**src/evd_pkg.sv**
```systemverilog
// package: vector indices, cause bit positions and dispatch constants
package evd_pkg;
  localparam int VEC_W = 8;
  localparam int ADDR_W = 32;
  // vector table indices
  localparam logic [7:0] MACHINE_CHECK_VECTOR = 8'h04;
  localparam logic [7:0] KERNEL_STACK_INVALID_VECTOR = 8'h08;
  localparam logic [7:0] POWER_FAIL_VECTOR = 8'h0C;
  localparam logic [7:0] RESPRIV_VECTOR = 8'h10;
  localparam logic [7:0] EXTFUNC_VECTOR = 8'h14;
  localparam logic [7:0] RESOPND_VECTOR = 8'h18;
  localparam logic [7:0] RESADDR_VECTOR = 8'h1C;
  localparam logic [7:0] ACCVIO_VECTOR = 8'h20;
  localparam logic [7:0] XLATE_INVALID_VECTOR = 8'h24;
  localparam logic [7:0] TRACE_VECTOR = 8'h28;
  localparam logic [7:0] BREAKPOINT_VECTOR = 8'h2C;
  localparam logic [7:0] ARITH_VECTOR = 8'h34;
  localparam logic [7:0] CHMODE_BASE_VECTOR = 8'h40;
  localparam logic [7:0] SOFT_ERROR_VECTOR = 8'h54;
  localparam logic [7:0] HARD_ERROR_VECTOR = 8'h60;
  localparam logic [7:0] EMULATION_TRAP_VECTOR = 8'hC8;
  localparam logic [7:0] EMULATION_RESUME_VECTOR = 8'hCC;
  // machine check cause bits
  localparam int MC_MMGT = 0;
  localparam int MC_UCODE = 1;
  localparam int MC_STALL = 2;
  localparam int MC_XBUF_PAR = 3;
  localparam int MC_ICACHE_PAR = 4;
  localparam int MC_L2_UNCORR_RD = 5;
  localparam int MC_MEM_RD = 6;
  localparam int MC_N = 7;
  // soft error cause bits
  localparam int SE_ICACHE_PAR = 0;
  localparam int SE_L1_PAR = 1;
  localparam int SE_L2_UNCORR_TAG = 2;
  localparam int SE_L2_UNCORR_RD = 3;
  localparam int SE_L2_UNCORR_WB = 4;
  localparam int SE_L2_CORR = 5;
  localparam int SE_MEM_RD = 6;
  localparam int SE_BUS_PAR = 7;
  localparam int SE_N = 8;
  // hard error cause bits
  localparam int HE_L2_UNCORR_WR = 0;
  localparam int HE_NOACK_WR = 1;
  localparam int HE_FILL_OWN = 2;
  localparam int HE_N = 3;
  // architectural exception codes
  localparam int EX_RESPRIV = 0;
  localparam int EX_EXTFUNC = 1;
  localparam int EX_RESOPND = 2;
  localparam int EX_RESADDR = 3;
  localparam int EX_ACCVIO = 4;
  localparam int EX_XLATE = 5;
  localparam int EX_TRACE = 6;
  localparam int EX_BPT = 7;
  localparam int EX_ARITH = 8;
  localparam int EX_N = 9;
  // console halt cause bits
  localparam int HC_ISTK = 0;
  localparam int HC_KHALT = 1;
  localparam int HC_DOUBLE = 2;
  localparam int HC_BADVEC = 3;
  localparam int HC_NODE = 4;
  localparam int HC_SYSRST = 5;
  localparam int HC_N = 6;
  // reset values
  localparam logic [31:0] RESET_ADDR = 32'h0000_0000;
  localparam logic [7:0] RESET_VEC = 8'h00;
  // dispatch kinds
  typedef enum logic [2:0] {
    EVD_NONE, EVD_HALT, EVD_MCHK, EVD_KSNV, EVD_PWR, EVD_HARD,
    EVD_SOFT, EVD_TRAP
  } evd_kind_t;
endpackage

```
**src/evd_sync.sv**
```systemverilog
// two-flop synchroniser for a group of asynchronous lines
`timescale 1ns/1ps
module evd_sync #(
  parameter int W = 1
) (
  input wire logic clk,
  input wire logic nrst,
  input wire logic [W-1:0] d,
  output logic [W-1:0] q
);
  logic [W-1:0] meta_r; // first stage, read only by q

  // two stages, cleared on reset
  always_ff @(posedge clk) begin
    if (!nrst) begin
      meta_r <= '0;
      q <= '0;
    end else begin
      meta_r <= d;
      q <= meta_r;
    end
  end
endmodule

```
**src/evd_dispatch.sv**
```systemverilog
// error and exception classifier with vector dispatch
`timescale 1ns/1ps
module evd_dispatch
  import evd_pkg::*;
#(
  parameter logic [31:0] HALT_ENTRY = 32'h2004_0000 // fixed console entry
) (
  input wire logic CLK,
  input wire logic NRST,
  input wire logic [31:0] VECTOR_TABLE_BASE,
  input wire logic [MC_N-1:0] MCHK_CAUSE,
  input wire logic KSTK_PUSH_FAULT,
  input wire logic POWER_FAIL_N,
  input wire logic [SE_N-1:0] SOFT_CAUSE,
  input wire logic SOFT_ERROR_N,
  input wire logic [HE_N-1:0] HARD_CAUSE,
  input wire logic HARD_ERROR_N,
  input wire logic [HC_N-1:0] HALT_CAUSE,
  input wire logic POWER_UP,
  input wire logic HALT_N,
  input wire logic EXC_VALID,
  input wire logic [3:0] EXC_CODE,
  input wire logic CHM_VALID,
  input wire logic [1:0] CHM_MODE,
  input wire logic EMUL_VALID,
  input wire logic FIRST_PART_DONE,
  input wire logic DISPATCH_ACK,
  output logic DISPATCH_VALID,
  output logic [2:0] DISPATCH_KIND,
  output logic [7:0] DISPATCH_VECTOR,
  output logic [31:0] DISPATCH_ADDR,
  output logic CONSOLE_HALT,
  output logic SOFT_PENDING,
  output logic HARD_PENDING
);
  logic [3:0] pin_s; // synchronised active-high pin levels
  logic pwr_s; // power fail level
  logic serr_s; // external soft error level
  logic herr_s; // external hard error level
  logic halt_s; // external halt level
  logic soft_r; // sticky soft error request
  logic hard_r; // sticky hard error request
  logic pwr_seen_r; // power fail already reported
  logic pwr_prev_r; // previous power fail level
  logic soft_set; // soft request this cycle
  logic hard_set; // hard request this cycle
  logic halt_req; // any halt cause
  logic busy; // a dispatch awaits its ack
  evd_kind_t kind_nxt; // winning kind
  logic [7:0] vec_nxt; // winning index

  // external lines are asynchronous: two flops first
  evd_sync #(.W(4)) u_sync (
    .clk(CLK),
    .nrst(NRST),
    .d({~HALT_N, ~HARD_ERROR_N, ~SOFT_ERROR_N, ~POWER_FAIL_N}),
    .q(pin_s)
  );
  assign pwr_s = pin_s[0];
  assign serr_s = pin_s[1];
  assign herr_s = pin_s[2];
  assign halt_s = pin_s[3];

  // fixed index for an architectural exception code
  function automatic logic [7:0] exc_vec(input logic [3:0] code);
    unique case (code)
      4'(EX_RESPRIV): exc_vec = RESPRIV_VECTOR;
      4'(EX_EXTFUNC): exc_vec = EXTFUNC_VECTOR;
      4'(EX_RESOPND): exc_vec = RESOPND_VECTOR;
      4'(EX_RESADDR): exc_vec = RESADDR_VECTOR;
      4'(EX_ACCVIO): exc_vec = ACCVIO_VECTOR;
      4'(EX_XLATE): exc_vec = XLATE_INVALID_VECTOR;
      4'(EX_TRACE): exc_vec = TRACE_VECTOR;
      4'(EX_BPT): exc_vec = BREAKPOINT_VECTOR;
      4'(EX_ARITH): exc_vec = ARITH_VECTOR;
      default: exc_vec = RESPRIV_VECTOR; // illegal code: reserved instr
    endcase
  endfunction

  // nonfatal sources only feed the soft request
  assign soft_set = (|SOFT_CAUSE) | serr_s;
  // write, fill and external hard sources
  assign hard_set = (|HARD_CAUSE) | herr_s;
  // any halt cause, including power-up and halt line
  assign halt_req = (|HALT_CAUSE) | POWER_UP | halt_s;
  assign busy = DISPATCH_VALID & ~DISPATCH_ACK;

  // sticky interrupt requests; a new event wins over its clear
  always_ff @(posedge CLK) begin
    if (!NRST) begin
      soft_r <= 1'b0;
      hard_r <= 1'b0;
    end else begin
      // latched whenever raised, independent of execution
      if (hard_set) begin
        hard_r <= 1'b1;
      end else if (!busy && kind_nxt == EVD_HARD) begin
        hard_r <= 1'b0;
      end
      // cache read error kept here even if a check also fires
      if (soft_set) begin
        soft_r <= 1'b1;
      end else if (!busy && kind_nxt == EVD_SOFT) begin
        soft_r <= 1'b0;
      end
    end
  end

  // power fail reported once per assertion of the line
  always_ff @(posedge CLK) begin
    if (!NRST) begin
      pwr_prev_r <= 1'b0;
      pwr_seen_r <= 1'b0;
    end else begin
      pwr_prev_r <= pwr_s;
      if (pwr_s && !pwr_prev_r) begin
        // new assertion; marked at once if offered in this same cycle,
        // else the acceptance edge would offer it a second time
        pwr_seen_r <= !busy && kind_nxt == EVD_PWR;
      end else if (!busy && kind_nxt == EVD_PWR) begin
        pwr_seen_r <= 1'b1;
      end
    end
  end

  // priority select: halt, stack, check, power, hard, soft, trap
  always_comb begin
    kind_nxt = EVD_NONE;
    vec_nxt = RESET_VEC;
    if (halt_req) begin
      kind_nxt = EVD_HALT; // no vector used
    end else if (KSTK_PUSH_FAULT) begin
      kind_nxt = EVD_KSNV;
      vec_nxt = KERNEL_STACK_INVALID_VECTOR;
    end else if (|MCHK_CAUSE) begin
      kind_nxt = EVD_MCHK; // any listed cause
      vec_nxt = MACHINE_CHECK_VECTOR; // tied to current instr
    end else if (pwr_s && !pwr_seen_r) begin
      kind_nxt = EVD_PWR;
      vec_nxt = POWER_FAIL_VECTOR;
    end else if (hard_r) begin
      kind_nxt = EVD_HARD;
      vec_nxt = HARD_ERROR_VECTOR;
    end else if (soft_r) begin
      kind_nxt = EVD_SOFT;
      vec_nxt = SOFT_ERROR_VECTOR;
    end else if (EXC_VALID) begin
      kind_nxt = EVD_TRAP;
      vec_nxt = exc_vec(EXC_CODE);
    end else if (CHM_VALID) begin
      kind_nxt = EVD_TRAP;
      vec_nxt = CHMODE_BASE_VECTOR + {4'h0, CHM_MODE, 2'b00};
    end else if (EMUL_VALID) begin
      kind_nxt = EVD_TRAP;
      vec_nxt = FIRST_PART_DONE ? EMULATION_RESUME_VECTOR
                                : EMULATION_TRAP_VECTOR;
    end
  end

  // dispatch output held until acknowledged
  always_ff @(posedge CLK) begin
    if (!NRST) begin
      DISPATCH_VALID <= 1'b0;
      DISPATCH_KIND <= EVD_NONE;
      DISPATCH_VECTOR <= RESET_VEC;
      DISPATCH_ADDR <= RESET_ADDR;
    end else if (!busy) begin
      DISPATCH_VALID <= (kind_nxt != EVD_NONE);
      DISPATCH_KIND <= kind_nxt;
      DISPATCH_VECTOR <= vec_nxt;
      if (kind_nxt == EVD_HALT) begin
        DISPATCH_ADDR <= HALT_ENTRY; // fixed I/O-space entry
      end else begin
        DISPATCH_ADDR <= VECTOR_TABLE_BASE + {24'h0, vec_nxt};
      end
    end
  end

  // console halt level while a halt dispatch is offered
  always_ff @(posedge CLK) begin
    if (!NRST) begin
      CONSOLE_HALT <= 1'b0;
    end else if (!busy) begin
      CONSOLE_HALT <= (kind_nxt == EVD_HALT);
    end
  end

  // pending views of the sticky requests
  always_ff @(posedge CLK) begin
    if (!NRST) begin
      SOFT_PENDING <= 1'b0;
      HARD_PENDING <= 1'b0;
    end else begin
      SOFT_PENDING <= soft_r;
      HARD_PENDING <= hard_r;
    end
  end
endmodule

```
**config.mk**
```make
export PLATFORM = sky130hd
export DESIGN_NAME = evd_dispatch
export DESIGN_NICKNAME = d
export VERILOG_FILES = /design/src/evd_pkg.sv /design/src/evd_sync.sv /design/src/evd_dispatch.sv
export SDC_FILE = /design/constraint.sdc
export NUM_CORES = 1
export LEC_CHECK = 0
export ABC_CLOCK_PERIOD_IN_PS = 2800
export BUFFER_PORTS_ARGS = -buffer_cell sky130_fd_sc_hd__buf_2
export CORE_MARGIN = 2
export CORE_UTILIZATION = 44
export DETAILED_ROUTE_END_ITERATION = 10
export PLACE_DENSITY_LB_ADDON = 0.08
export SLEW_MARGIN = 20
export SYNTH_ARGS = -nofsm -noshare
export SYNTH_HDL_FRONTEND = slang
export SYNTH_SLANG_ARGS = --single-unit
```
**constraint.sdc**
```tcl
create_clock -name CLK -period 2.8 [get_ports CLK]
set_input_delay 0.42 -clock CLK [delete_from_list [all_inputs] [get_ports CLK]]
set_output_delay 0.42 -clock CLK [all_outputs]
set_load 0.01 [all_outputs]
```
* After elaboration in Yosys (flattened, before gate mapping)
Memories as Yosys holds them, arrays and structs flattened. Index checks and enable logic that the tools add are counted.
Storage, ports and cells: register bits 59, ROM bits 64, input port bits 75, output and inout bits 47, word-level logic and storage cells 72, memories kept 1
Memories:
- (no name shown) | words 16, width 4, rd ports 1, clocked after memory_dff 0, wr ports 0, line evd_dispatch.sv:66 | unique case (code)
Cells by class: add/subtract/negate cells 2, eq/ne operators 4, multiplexer cells 26, bitwise operators 10, reductions and logical operators 16
Operators by type and width (count):
- $mux W8 | 9
- $add A32 B8 Y32 | 1
- $mux W32 | 1
- $mux W3 | 10
- $eq A3 B3 Y1 const B | 3
- $add A7 B4 Y8 const A | 1
- $reduce_or A8 Y1 | 1
- $reduce_or A7 Y1 | 1
- $mux W1 | 6
- $reduce_bool A2 Y1 | 3
- $reduce_or A6 Y1 | 1
- $logic_and A1 B1 Y1 | 5
- $not A1 Y1 | 5
- $or A1 B1 Y1 | 4
- $eq A3 B1 Y1 const B | 1
- $logic_not A1 Y1 | 3
- $reduce_bool A3 Y1 | 1
- $reduce_or A3 Y1 | 1
- $and A1 B1 Y1 | 1

* Longest topological paths before layout
Gate-level depths: netlist (run 1).
depth in word-level cells 13, gate-level depth with buffers 14, mapped depth without buffers 12

* By module
From an unflattened synthesis (run 1), not the netlist that was laid out.
Unflattened totals: cells, all modules 363, area total of the unflattened synthesis 2969.1 um^2
Modules (own cells, without submodules):
- evd_dispatch | times used 1, cells an instance 347, area an instance 2758.9 um^2, seq. area each 980.9 um^2
- evd_sync | times used 1, cells an instance 16, area an instance 210.2 um^2, seq. area each 160.2 um^2

* Worst setup path before layout (run 1)
Ideal clock, no wire load.
path kind in2reg, from input port EXC_CODE[0], to register DISPATCH_ADDR[28], library setup time 62 ps, data arrival time 2933 ps, required time 2738 ps, slack -195 ps, stages on the path 12, buffers on the path 0, cells stage by stage or4b_1 > a31oi_1 > a21oi_1 > nor2_1 > ha_1 > inv_1 > fa_1 > nor2b_1 > o31ai_2 > a21o_1 > or4b_1 > nand3_1
Between the ends: cells in the longest elaborated chain, start to end 10
Ends and longest elaborated chain:
- from (decl) | line evd_dispatch.sv:22 | input wire logic [3:0] EXC_CODE,
- $mem_v2 Z16 W4
- $mux W8 | line evd_dispatch.sv:147 | end else if (EXC_VALID) begin
- $mux W8 | line evd_dispatch.sv:144 | end else if (soft_r) begin
- $mux W8 | line evd_dispatch.sv:141 | end else if (hard_r) begin
- $mux W8 | line evd_dispatch.sv:138 | end else if (pwr_s && !pwr_seen_r) begin
- $mux W8 | line evd_dispatch.sv:135 | end else if (|MCHK_CAUSE) begin
- $mux W8 | line evd_dispatch.sv:132 | end else if (KSTK_PUSH_FAULT) begin
- $mux W8 | line evd_dispatch.sv:130 | if (halt_req) begin
- via vec_nxt[2] | line evd_dispatch.sv:50 | logic [7:0] vec_nxt;
- $add A32 B8 Y32 | line evd_dispatch.sv:174 | DISPATCH_ADDR <= VECTOR_TABLE_BASE + {24'h0, vec_nxt};
- $mux W32 | line evd_dispatch.sv:171 | if (kind_nxt == EVD_HALT) begin
- to (signal assigned) | line evd_dispatch.sv:174
- to (decl) | line evd_dispatch.sv:31 | output logic [31:0] DISPATCH_ADDR,
The timed path passes the listed nets, and every way through them passes these cells. A chain may end at the register's enable or synchronous reset.

* Worst setup path after layout (run 1)
from input port EXC_CODE[0], to register DISPATCH_ADDR[22]
The elaborated chain is that of the path after synthesis.

==> results.tsv, run 1 <==
stage	metric	value	unit
pwr	Leakage Power	1.86	nW
detailed_routing	average wire per standard cell	13.8	microns
yosys	Synth Area per Inst	8.39	sq um
critical_path	setup slack, reg-to-reg	0.12	ns
yosys	register area share after synthesis	37.5	%
worst_hold_path	Hold Path Class	input pin to register	
clock_tree	worst skew pair latency	0.34	ns
worst_hold_path	Worst Hold Depth	2	
yosys	Cell Area, Synth	0.00305	sq mm
clock_tree	clock sinks	57	
critical_path	worst path required time	3.02	ns
global_route	first-pass GRT wire length	13.7	mm
critical_path	RR Endpoint	DISPATCH_ADDR[22]$_SDFFE_PN0N_	
timing	unrepaired setup endpoints after global routing	yes	
global_route	largest net degree at the start of global routing	26	
floorplan	Initial Utilization	45.1	%
global_route	antenna violations before repair	0	
layout	fillers	603	
pwr	VDD IR max	259	uV
floorplan	Die W	87.2	microns
layout	ant diodes	0	
detailed_routing	drt pass-1 iters	4	
layout	most frequent cells in the layout	118 x buf_2, 57 x dfxtp_1, 45 x nand2_1, 43 x buf_4, 34 x nor2_1	
detailed_routing	vias per cell	5.20	
layout	area delta synth->final	42.2	%
layout	post-layout util	64.1	%
timing	fmax	0.360	GHz
worst_hold_path	Hold EP	u_sync.meta_r[0]$_SDFF_PN0_	
critical_path	CP Class	input pin to register	
clock_tree	Longest Clk Path Bufs	2	
clock_tree	Root Buffer	clkbuf_8	
clock_tree	# H-tree levels	3	
critical_path	r2r worst-path depth	13	
placement	Placement Cell Area	0.00407	sq mm
critical_path	Max FO, Critical Path	5	
clock_tree	CTS tree	yes	
yosys	#FFs+latches synth	57	
critical_path	crit path capture type	register	
detailed_routing	# DRC	0	
timing	final setup fails	0	
layout	final instance area	0.00433	sq mm
critical_path	startpoint types	input pin	
yosys	Top FF cell, synth	dfxtp_1	
critical_path	worst path cell trace	buf_6 > or4b_4 > a31oi_1 > a21oi_1 > nor2_1 > ha_2 > inv_2 > fa_2 > nor2b_4 > o31ai_4 > buf_6 > a2111oi_4 > xnor2_1 > o21ai_1	
global_route	total grt overflow	0	
detailed_routing	antenna-violating nets left	0	
timing	Slew HR	55.9	%
critical_path	CP peak stage delay	0.53	ns
clock_tree	TritonCTS Buffers	9	
timing	Worst Hold Slack	0.225	ns
yosys	top cell type's share of synthesized area	37.5	%
placement	placed cell count	590	
layout	nets@finish	604	
floorplan	DIE HEIGHT	87.2	microns
detailed_routing	final wirelength	8.36	mm
yosys	FFs w/ async S/R, synth	0	%
placement	Final HPWL DP	6.49	mm
floorplan	die area	0.00760	sq mm
critical_path	Worst path slowest cell	or4b_4	
flow_run	Max-Cap Viols	0	
critical_path	r2r startpoint	u_sync.q[3]$_SDFF_PN0_	
yosys	Gate Count Post-Synth	363	
yosys	Post-synth EDFFs	0	
pwr	PD cells	441	mW/mm^2
clock_tree	Worst-path clk slew	0.07	ns
worst_hold_path	hold path start	POWER_FAIL_N	
yosys	top cell type by total area after synthesis	dfxtp_1	
placement	GPL Wtd Cong	0.898	
yosys	top post-synthesis cells by area	dfxtp_1 37%, nand2_1 5.5%, nor2_1 4.2%, xnor2_1 3.7%, o21ai_1 3.6%	
layout	non-filler cells, final	607	
floorplan	core area	0.00676	sq mm
placement	Port Buffer Count	119	
detailed_routing	initial detailed-routing violation count	69	
floorplan	io pins	122	
yosys	yosys warns	0	
run_status	status	finished clean	
layout	most common cell after layout, fill and taps aside	buf_2	
timing	Final min period	2.78	ns
timing	Final Max Tran Viols	0	
timing	final hold violation count	0	
timing	Final Skew	0.00509	ns
global_route	number of global-route vias before repair	2979	
timing	fin crit share	99.1	%
layout	layout cells sized above 1	39.7	%
global_route	total track usage	23.1	%
critical_path	crit path DAT	3.00	ns
floorplan	# rows	30	
clock_tree	cts hold-fix bufs	0	
yosys	Netlist cell types	61	
detailed_routing	Via Count	3159	
timing	worst slew pin tran	0.659	ns
critical_path	Top cell by count, worst path	buf_6	
-- power by group --
group	internal, mW	switching (mW)
logic	0.0982	0.114
clock network	0.499	0.366
registers	0.825	0.00806
total	1.42	0.488
-- logic make-up after synthesis --
kind of cell	count (synthesis)	share of synthesized area (%)
simple gates	155	27.9
compound gates	89	19.4
flops	57	37.5
buf+inv	29	4.77
xor+xnor	24	6.90
fa+ha+maj	7	3.12
other cells	1	0.123
mux	1	0.329
-- worst max-delay path: cells and delay by family --
kind	cells	cell delay, ns
xor+xnor	1	0.16
fa+ha+maj	2	0.57
compound gates	5	0.77
simple gates	3	0.79
buf+inv	3	0.28
-- through the flow --
stage	total power [mW]	TNS, ns	setup WS, ns
global route	2.00	-0.583	-0.114
finish	1.91	0	0.0249
global placement	1.06	-4.60	-0.341
floorplan	0.945	-0.517	-0.121
detailed placement	1.06	-5.37	-0.397
CTS	1.92	0	0.0174
-- cell usage after synthesis (all sizes together) (3+ instances only) --
master    n
dfxtp    57
nand2    45
nor2     37
o21ai    31
a21oi    15
nand4    14
nand3    13
xnor2    13
inv      11
xor2     11
clkbuf   10
a211oi    9
nor4      8
a22oi     7
and2      7
ha        6
nor3      6
buf       5
nand2b    4
nor2b     4
o211ai    4
a2111oi   3
a21o      3
a31oi     3
and3      3
nand3b    3
-- layer usage --
| metal | part of all wire (%) | vias up | global-route usage (%) |
|---|---|---|---|
| met3 | 5.3 | 14 | 6.16 |
| li1 | - | 1616 | - |
| met5 | 0 | - | 0 |
| met2 | 50 | 83 | 41.5 |
| met4 | 1.8 | 0 | 7.69 |
| met1 | 43 | 1446 | 26.3 |
-- worst max path at each step --
stage | startpoint | endpoint | cells after the start
floorplan | EXC_CODE[0] | DISPATCH_ADDR[30]$_SDFFE_PN0N_ | 12
global placement | EXC_CODE[0] | DISPATCH_ADDR[30]$_SDFFE_PN0N_ | 13
detailed placement | EXC_CODE[0] | DISPATCH_ADDR[30]$_SDFFE_PN0N_ | 13
CTS | EXC_CODE[0] | DISPATCH_ADDR[30]$_SDFFE_PN0N_ | 13
global route | EXC_CODE[0] | DISPATCH_ADDR[20]$_SDFFE_PN0N_ | 14
finish | EXC_CODE[0] | DISPATCH_ADDR[22]$_SDFFE_PN0N_ | 14
-- state kept, by name, summed over array words and instances (netlist names), 3 cells and up --
signal and flops:
DISPATCH_ADDR 32, DISPATCH_VECTOR 6, u_sync.meta_r 4, u_sync.q 4, DISPATCH_KIND 3
-- timing repair --
| action | CTS | global route |
|---|---|---|
| pin swaps | 2 | 7 |
| gates resized for setup | 2 | 4 |
| endpoints found under the setup margin | 4 | 12 |
| setup buffers | 0 | 1 |
-- area by class of cell --
type / count / area [sq um] / share of cell area [%]
multi-input combinational: 278 / 1870 / 43.2
sequential: 57 / 1140 / 26.4
timing repair buffer: 164 / 956 / 22.1
clock buffer: 9 / 124 / 2.86
tap: 80 / 100 / 2.31
clock inverter: 7 / 95.1 / 2.20
inverter: 12 / 45.0 / 1.04
(Power assumes the default switching activity.)
==> inputs of run 2 (changes only) <==
ABC_AREA = 1   (was default)
CORE_UTILIZATION = 45   (was 44)
==> run 2 against run 1 <==
  * Non-clock buffer count shrank 38
  * Design area grew 1.6%
  * Sequential cell count is the same
  * Worst setup slack gained 0.22 ns
  * Critical path depth grew 3
  * Largest power group unchanged
==> results.tsv, run 2 <==
stage	metric	value	unit	change
worst_hold_path	Worst Hold Depth	2		unchanged
floorplan	# rows	32		+6.7%
floorplan	DIE HEIGHT	92.0	microns	+5.6%
clock_tree	TritonCTS Buffers	9		unchanged
yosys	Post-synth EDFFs	0		unchanged
yosys	Netlist cell types	40		-34%
worst_hold_path	Hold EP	u_sync.meta_r[2]$_SDFF_PN0_		
timing	Final Max Tran Viols	0		unchanged
pwr	power share of the sequential group	43.4	%	-0.2 points
yosys	Synth Area per Inst	6.59	sq um	-21%
yosys	#FFs+latches synth	57		unchanged
placement	Final HPWL DP	7.87	mm	+21%
detailed_routing	# DRC	0		unchanged
layout	most frequent cells in the layout	136 x nand2_1, 119 x buf_2, 59 x inv_1, 56 x dfxtp_1, 45 x nand3_1		
critical_path	Worst path slowest cell	fa_1		
floorplan	Initial Utilization	45.9	%	+0.78 points
clock_tree	cts hold-fix bufs	0		unchanged
layout	Top Registers	DISPATCH_ADDR (32), DISPATCH_VECTOR (6)		
yosys	Cell Area, Synth	0.00349	sq mm	+15%
global_route	met2 Use GR	39.0	%	-2.5 points
layout	non-filler cells, final	758		+25%
critical_path	CP Class	register to register		
pwr	P_int	1.45	mW	+1.8%
critical_path	worst path cell trace	inv_1 > nor2_1 > nor3b_2 > nand2_1 > nand2_1 > inv_1 > ha_1 > inv_1 > fa_1 > inv_1 > nand3_1 > nand3_1 > nand3_1 > nand2_1 > or2_1 > nand3_1 > a21oi_1		
critical_path	Max FO, Critical Path	4		-1
detailed_routing	vias per cell	4.99		-4.2%
layout	fillers	801		+33%
timing	worst slew pin tran	0.681	ns	+0.0214 ns
timing	Final Skew	0.00926	ns	+0.00417 ns
global_route	first-pass GRT wire length	16.1	mm	+18%
layout	ant diodes	0		unchanged
floorplan	die area	0.00847	sq mm	+11%
pwr	Leakage Power	2.19	nW	+18%
clock_tree	# H-tree levels	3		unchanged
critical_path	worst path required time	3.05	ns	+0.03 ns
layout	Reg area	0.00114	sq mm	+0.11%
timing	Slew HR	54.5	%	-1.3 points
detailed_routing	drt pass-1 iters	4		unchanged
yosys	FFs w/ async S/R, synth	0	%	unchanged
detailed_routing	initial detailed-routing violation count	174		+150%
global_route	total grt overflow	0		unchanged
detailed_routing	average wire per standard cell	13.3	microns	-3.6%
layout	nets@finish	733		+21%
critical_path	crit path capture type	register		
clock_tree	clock sinks	57		unchanged
layout	Multi-input gate area	0.00200	sq mm	+7.1%
critical_path	crit path DAT	2.81	ns	-0.19 ns
pwr	VDD IR max	249	uV	-4.1%
timing	Fin Setup TNS	0	ns	unchanged
clock_tree	Worst-path clk slew	0.07	ns	about the same
timing	unrepaired setup endpoints after global routing	no		
floorplan	core area	0.00761	sq mm	+13%
timing	fin crit share	91.2	%	-7.9 points
yosys	Gate Count Post-Synth	529		+46%
detailed_routing	antenna-violating nets left	0		unchanged
pwr	PD cells	441	mW/mm^2	about the same
timing	fmax	0.391	GHz	+8.6%
placement	Port Buffer Count	119		unchanged
pwr	total power draw	1.94	mW	+1.6%
pwr	Comb pwr share	12.4	%	+1.3 points
timing	Worst Hold Slack	0.234	ns	+0.00959 ns
layout	max reg flops	32		unchanged
clock_tree	CTS tree	yes		
global_route	antenna violations before repair	0		unchanged
clock_tree	worst skew pair latency	0.33	ns	about the same
yosys	most common cell in the netlist	nand2_1		
clock_tree	Root Buffer	clkbuf_8		
critical_path	startpoint types	register		
yosys	top post-synthesis cells by area	dfxtp_1 33%, nand2_1 15%, nand3_1 6.5%, inv_1 6.3%, a21oi_1 6.2%		
pwr	switching part of the total	25.4	%	-0.12 points
placement	placed cell count	742		+26%
yosys	top cell type by total area after synthesis	dfxtp_1		
clock_tree	setup repair bufs after CTS	0		unchanged
critical_path	CP peak stage delay	0.40	ns	-0.13 ns
floorplan	Die W	92.0	microns	+5.6%
layout	most common cell after layout, fill and taps aside	nand2_1		
global_route	met3 Usage GRT	4.93	%	-1.2 points
critical_path	Worst Path Buf+Inv	4		+1
flow_run	Max-Cap Viols	0		unchanged
critical_path	RR Endpoint	DISPATCH_ADDR[14]$_SDFFE_PN0N_		
critical_path	r2r worst-path depth	17		+4
floorplan	io pins	122		unchanged
yosys	Top FF cell, synth	dfxtp_1		
timing	final setup fails	0		unchanged
yosys	top cell type's share of synthesized area	32.7	%	-4.8 points
detailed_routing	final wirelength	10.1	mm	+20%
critical_path	kind of cell adding the most delay to the critical path	simple AND/OR/NAND/NOR gates		
layout	Top reg by flops	DISPATCH_ADDR		
timing	Final min period	2.55	ns	-0.220 ns
global_route	met1 usage	31.2	%	+4.9 points
timing	final hold violation count	0		unchanged
detailed_routing	Via Count	3779		+20%
layout	layout cells sized above 1	28.7	%	-11 points
global_route	number of global-route vias before repair	3483		+17%
yosys	Synth top cells by count	136 x nand2_1, 59 x inv_1, 57 x dfxtp_1, 45 x nand3_1, 44 x nor2_1		
yosys	register area share after synthesis	32.7	%	-4.8 points
run_status	status	finished clean		
clock_tree	Longest Clk Path Bufs	2		unchanged
pwr	Psw	494	uW	+1.1%
global_route	total track usage	23.9	%	+0.87 points
pwr	power share of the clock group	44.2	%	-1.1 points
placement	GPL Wtd Cong	0.992		+11%
worst_hold_path	hold path start	HARD_ERROR_N		
global_route	largest net degree at the start of global routing	38		+46%
critical_path	setup slack, reg-to-reg	0.25	ns	+0.13 ns
layout	post-layout util	57.8	%	-6.3 points
critical_path	r2r startpoint	u_sync.q[0]$_SDFF_PN0_		
layout	area delta synth->final	26.1	%	
yosys	yosys warns	0		unchanged
worst_hold_path	Hold Path Class	input pin to register		
global_route	Most Used Layer, Global Route	met2		
## run 2: cell types whose count changed after synthesis, moves of 10 or more
cell     delta
xnor2_1    -12
nor2_1     +10
a21oi_1    +28
nand2_2    +12
inv_1      +48
o21ai_1    -21
nand3_1    +34
nand2_1    +91
o21ai_0    +15
## run 2: repair_timing
item / CTS / global route
setup endpoints to repair: 0 / 5
hold endpoints to repair: 0 / 0
gates resized for setup: 0 / 2
## run 2: routing by layer
layer  up-vias  wire length (microns)
met5         -                      0
met1      1703                   4630
met2       113                   4650
met4         0                    164
met3        11                    611
li1       1952                      -
## run 2: power groups by stage
stage | Sequential (mW) | Clock (mW) | Combinational [mW]
3_5_place_dp | 0.859 | 0 | 0.239
3_3_place_gp | 0.859 | 0 | 0.236
6_report | 0.841 | 0.858 | 0.241
2_1_floorplan | 0.863 | 0 | 0.122
4_1_cts | 0.841 | 0.877 | 0.241
5_1_grt | 0.842 | 0.927 | 0.269
## run 2: cell families (layout without fill, tap and decap cells)
family | after synthesis | in the layout | share of synthesized area, %
other | 1 | 2 | 0.108
xor gates and xnor gates | 4 | 4 | 1.00
AOI/OAI and AO/OA | 81 | 81 | 12.6
buffers and inverters | 85 | 211 | 10.1
and+or+nand+nor | 294 | 294 | 40.7
adders and majority gates | 7 | 7 | 2.73
DFF | 57 | 57 | 32.7
## run 2: layout make-up
type / count / area share, %
tap: 102 / 2.90
sequential: 57 / 26.0
clock inverter: 5 / 1.79
multi-input combinational: 388 / 45.5
timing repair buffer: 126 / 14.7
clock buffer: 11 / 3.21
inverter: 69 / 5.89
## run 2: stage by stage
stage,setup WS (ns),instance area (sq um)
floorplan,0.369,3490
global placement,-0.0234,4170
detailed placement,-0.0471,4170
CTS,0.219,4390
global route,0.00243,4400
finish,0.245,4400
## run 2: worst max-delay path by stage
stage | slack, ns | start | cells past startpoint | to
after floorplan | 0.37 | POWER_UP | 16 | DISPATCH_ADDR[18]$_SDFFE_PN0N_
after global placement | -0.02 | MCHK_CAUSE[0] | 16 | DISPATCH_ADDR[26]$_SDFFE_PN0N_
after detailed placement | -0.05 | MCHK_CAUSE[0] | 16 | DISPATCH_ADDR[14]$_SDFFE_PN0N_
after CTS | 0.22 | u_sync.q[3]$_SDFF_PN0_ | 16 | DISPATCH_ADDR[14]$_SDFFE_PN0N_
after global routing | 0.002 | u_sync.q[3]$_SDFF_PN0_ | 16 | DISPATCH_ADDR[18]$_SDFFE_PN0N_
final | 0.25 | u_sync.q[0]$_SDFF_PN0_ | 17 | DISPATCH_ADDR[14]$_SDFFE_PN0N_
==> inputs of run 3 (changes only) <==
CORE_MARGIN = default   (was 2)
GPL_TIMING_DRIVEN = 0   (was default)
==> run 3 against run 2 <==
  * Critical path depth is 2 higher
  * Routed wire length increased by 1.0%
  * Power grew 1.8%
  * Via count up 2.3%
  * Utilization is 3.1 points higher
  * Clock power rose by 3.4%
  * Clock skew increased by 0.0029 ns
  * Register-to-register slack improved by 0.05 ns
  * Sequential share of layout area decreased by 0.51 points
  * Design area increased by 2.0%
  * First-iteration DRC count grew 15%
==> results.tsv, run 3 (synthesis results as in run 2) <==
stage	metric	value	unit	change
layout	max reg flops	32		unchanged
timing	Final Skew	0.0122	ns	+0.00289 ns
placement	Port Buffer Count	119		unchanged
critical_path	Top cell by count, worst path	nand2_1		
placement	GPL Wtd Cong	0.940		-5.2%
floorplan	io pins	122		unchanged
timing	final setup fails	0		unchanged
timing	Slew HR	54.6	%	+0.057 points
critical_path	worst path cell trace	nor2_1 > nand4_1 > buf_4 > nor2_4 > nand2_1 > inv_1 > ha_2 > inv_1 > fa_1 > inv_1 > nand3_1 > nand3_1 > nand3_1 > nand2_1 > nand2_1 > nand2_1 > nand2_1 > nand2_1 > a21oi_1		
timing	fin crit share	89.3	%	-1.9 points
timing	fmax	0.400	GHz	+2.2%
timing	final hold violation count	0		unchanged
detailed_routing	Via Count	3866		+2.3%
pwr	power share of the sequential group	42.6	%	-0.8 points
critical_path	CP Class	register to register		
worst_hold_path	Hold EP	u_sync.meta_r[3]$_SDFF_PN0_		
detailed_routing	met2 WL post-DR	4.70	mm	+1.1%
pwr	Psw	541	uW	+9.5%
critical_path	startpoint types	register		
global_route	total track usage	25.5	%	+1.6 points
detailed_routing	antenna-violating nets left	0		unchanged
critical_path	CP peak stage delay	0.39	ns	about the same
placement	Placement Setup Slack	-0.208	ns	-0.161 ns
clock_tree	cts hold-fix bufs	0		unchanged
detailed_routing	# DRC	0		unchanged
timing	unrepaired setup endpoints after global routing	no		
pwr	P_int	1.44	mW	-0.81%
global_route	antenna violations before repair	0		unchanged
critical_path	r2r worst-path depth	19		+2
layout	area delta synth->final	28.6	%	
run_status	status	finished clean		
floorplan	die area	0.00811	sq mm	-4.3%
layout	layout cells sized above 1	29.1	%	+0.47 points
clock_tree	worst skew pair latency	0.34	ns	about the same
floorplan	Die W	90.0	microns	-2.2%
detailed_routing	Met3 Wirelength	600	microns	-1.8%
critical_path	Max FO, Critical Path	5		+1
layout	Top reg by flops	DISPATCH_ADDR		
detailed_routing	met1 wire length	4.65	mm	+0.28%
critical_path	crit path capture type	register		
layout	non-filler cells, final	765		+0.92%
worst_hold_path	Hold Path Class	input pin to register		
global_route	first-pass GRT wire length	16.6	mm	+2.5%
floorplan	DIE HEIGHT	90.0	microns	-2.2%
global_route	number of global-route vias before repair	3569		+2.5%
timing	worst slew pin tran	0.681	ns	+0.000143 ns
global_route	total grt overflow	0		unchanged
detailed_routing	initial detailed-routing violation count	200		+15%
pwr	Comb pwr share	12.6	%	+0.2 points
pwr	switching part of the total	27.4	%	+1.9 points
timing	Final min period	2.50	ns	-0.0544 ns
pwr	Leakage Power	2.21	nW	+0.69%
floorplan	Initial Utilization	47.3	%	+1.5 points
critical_path	worst path required time	2.99	ns	-0.06 ns
clock_tree	Worst-path clk slew	0.07	ns	about the same
layout	most common cell after layout, fill and taps aside	nand2_1		
detailed_routing	vias per cell	5.05		+1.4%
detailed_routing	drt pass-1 iters	5		+1
timing	Final Max Tran Viols	0		unchanged
critical_path	Worst path slowest cell	fa_1		
global_route	largest net degree at the start of global routing	13		-66%
critical_path	r2r startpoint	u_sync.q[3]$_SDFF_PN0_		
clock_tree	clock sinks	57		unchanged
layout	nets@finish	743		+1.4%
flow_run	Max-Cap Viols	0		unchanged
timing	Worst Hold Slack	0.225	ns	-0.00877 ns
critical_path	setup slack, reg-to-reg	0.30	ns	+0.05 ns
pwr	power share of the clock group	44.9	%	+0.7 points
critical_path	crit path DAT	2.69	ns	-0.12 ns
layout	fillers	747		-6.7%
clock_tree	Root Buffer	clkbuf_8		
pwr	PD cells	440	mW/mm^2	-0.17%
floorplan	core area	0.00737	sq mm	-3.1%
placement	Final HPWL DP	7.96	mm	+1.1%
layout	ant diodes	0		unchanged
floorplan	# rows	31		-3.1%
detailed_routing	final wirelength	10.2	mm	+1.0%
pwr	VDD IR max	379	uV	+52%
clock_tree	Longest Clk Path Bufs	2		unchanged
clock_tree	CTS tree	yes		
layout	Top Registers	DISPATCH_ADDR (32), DISPATCH_VECTOR (6)		
detailed_routing	average wire per standard cell	13.3	microns	about the same
clock_tree	TritonCTS Buffers	9		unchanged
layout	most frequent cells in the layout	136 x nand2_1, 119 x buf_2, 59 x inv_1, 56 x dfxtp_1, 45 x nand3_1		
worst_hold_path	Worst Hold Depth	2		unchanged
worst_hold_path	hold path start	HALT_N		
clock_tree	# H-tree levels	3		unchanged
detailed_routing	Top Metal Used	met4		
timing	Worst Slack Setup Final	0.300	ns	+0.0544 ns
critical_path	RR Endpoint	DISPATCH_ADDR[30]$_SDFFE_PN0N_		
placement	placed cell count	748		+0.81%
## run 3: changes by cell type in the layout (fill, tap and decap cells not counted), moves of 2 or more
cell and delta:
buf_1 +2, clkinv_2 -2, clkbuf_1 +7, a21oi_2 +2
buf_4 -3, inv_6 +2, a21oi_1 -2, buf_6 +3
## run 3: timing repair
| item | 4_1_cts | 5_1_grt |
|---|---|---|
| gates resized for setup | 0 | 10 |
| setup endpoints to repair | 0 | 25 |
| buffers inserted | 0 | 1 |
## run 3: power by group through the flow
stage / clock network (mW) / logic [mW] / registers [mW]
after detailed placement: 0 / 0.242 / 0.859
after floorplan: 0 / 0.122 / 0.863
after CTS: 0.896 / 0.244 / 0.841
after global placement: 0 / 0.239 / 0.859
final: 0.887 / 0.248 / 0.841
after global routing: 0.941 / 0.277 / 0.843
## run 3: worst max path at each step
| stage | slack, ns | start | to | depth (start not counted) |
|---|---|---|---|---|
| after global placement | -0.19 | POWER_UP | DISPATCH_ADDR[18]$_SDFFE_PN0N_ | 17 |
| after detailed placement | -0.21 | POWER_UP | DISPATCH_ADDR[18]$_SDFFE_PN0N_ | 17 |
| after global routing | 0.02 | u_sync.q[3]$_SDFF_PN0_ | DISPATCH_ADDR[18]$_SDFFE_PN0N_ | 17 |
| after CTS | 0.02 | u_sync.q[3]$_SDFF_PN0_ | DISPATCH_ADDR[18]$_SDFFE_PN0N_ | 16 |
| final | 0.30 | u_sync.q[3]$_SDFF_PN0_ | DISPATCH_ADDR[30]$_SDFFE_PN0N_ | 19 |
| after floorplan | 0.37 | POWER_UP | DISPATCH_ADDR[18]$_SDFFE_PN0N_ | 16 |
## run 3: area by class of cell
| type | count | area [sq um] | area share, % |
|---|---|---|---|
| Multi-Input combinational cell | 388 | 2040 | 45.4 |
| Buffer | 16 | 93.8 | 2.09 |
| Clock inverter | 7 | 103 | 2.29 |
| Clock buffer | 9 | 124 | 2.76 |
| Tap cell | 99 | 124 | 2.76 |
| Sequential cell | 57 | 1140 | 25.5 |
| Inverter | 69 | 259 | 5.77 |
| Timing Repair Buffer | 120 | 603 | 13.4 |
## run 3: layer usage
layer | vias up | global-route usage [%]
met4 | 0 | 8.74
met3 | 17 | 5.50
li1 | 1973 | -
met5 | - | 0
met2 | 115 | 41.2
met1 | 1761 | 33.7
## run 3: metrics by stage
step | total power [mW] | area (sq um) | setup TNS (ns) | utilization, %
6_report | 1.98 | 4490 | 0 | 60.9
5_1_grt | 2.06 | 4490 | 0 | 60.9
3_3_place_gp | 1.10 | 4210 | -1.51 | 57.1
2_1_floorplan | 0.985 | 3490 | 0 | -
3_5_place_dp | 1.10 | 4210 | -2.18 | 57.1
4_1_cts | 1.98 | 4440 | 0 | 60.2
## run 3: critical path: cells and delay by family, from the launching register on
family	cells	cell delay, ns
simple gates	12	1.01
fa+ha+maj	2	0.59
flops	1	0.30
buf+inv	4	0.39
compound gates	1	0.06
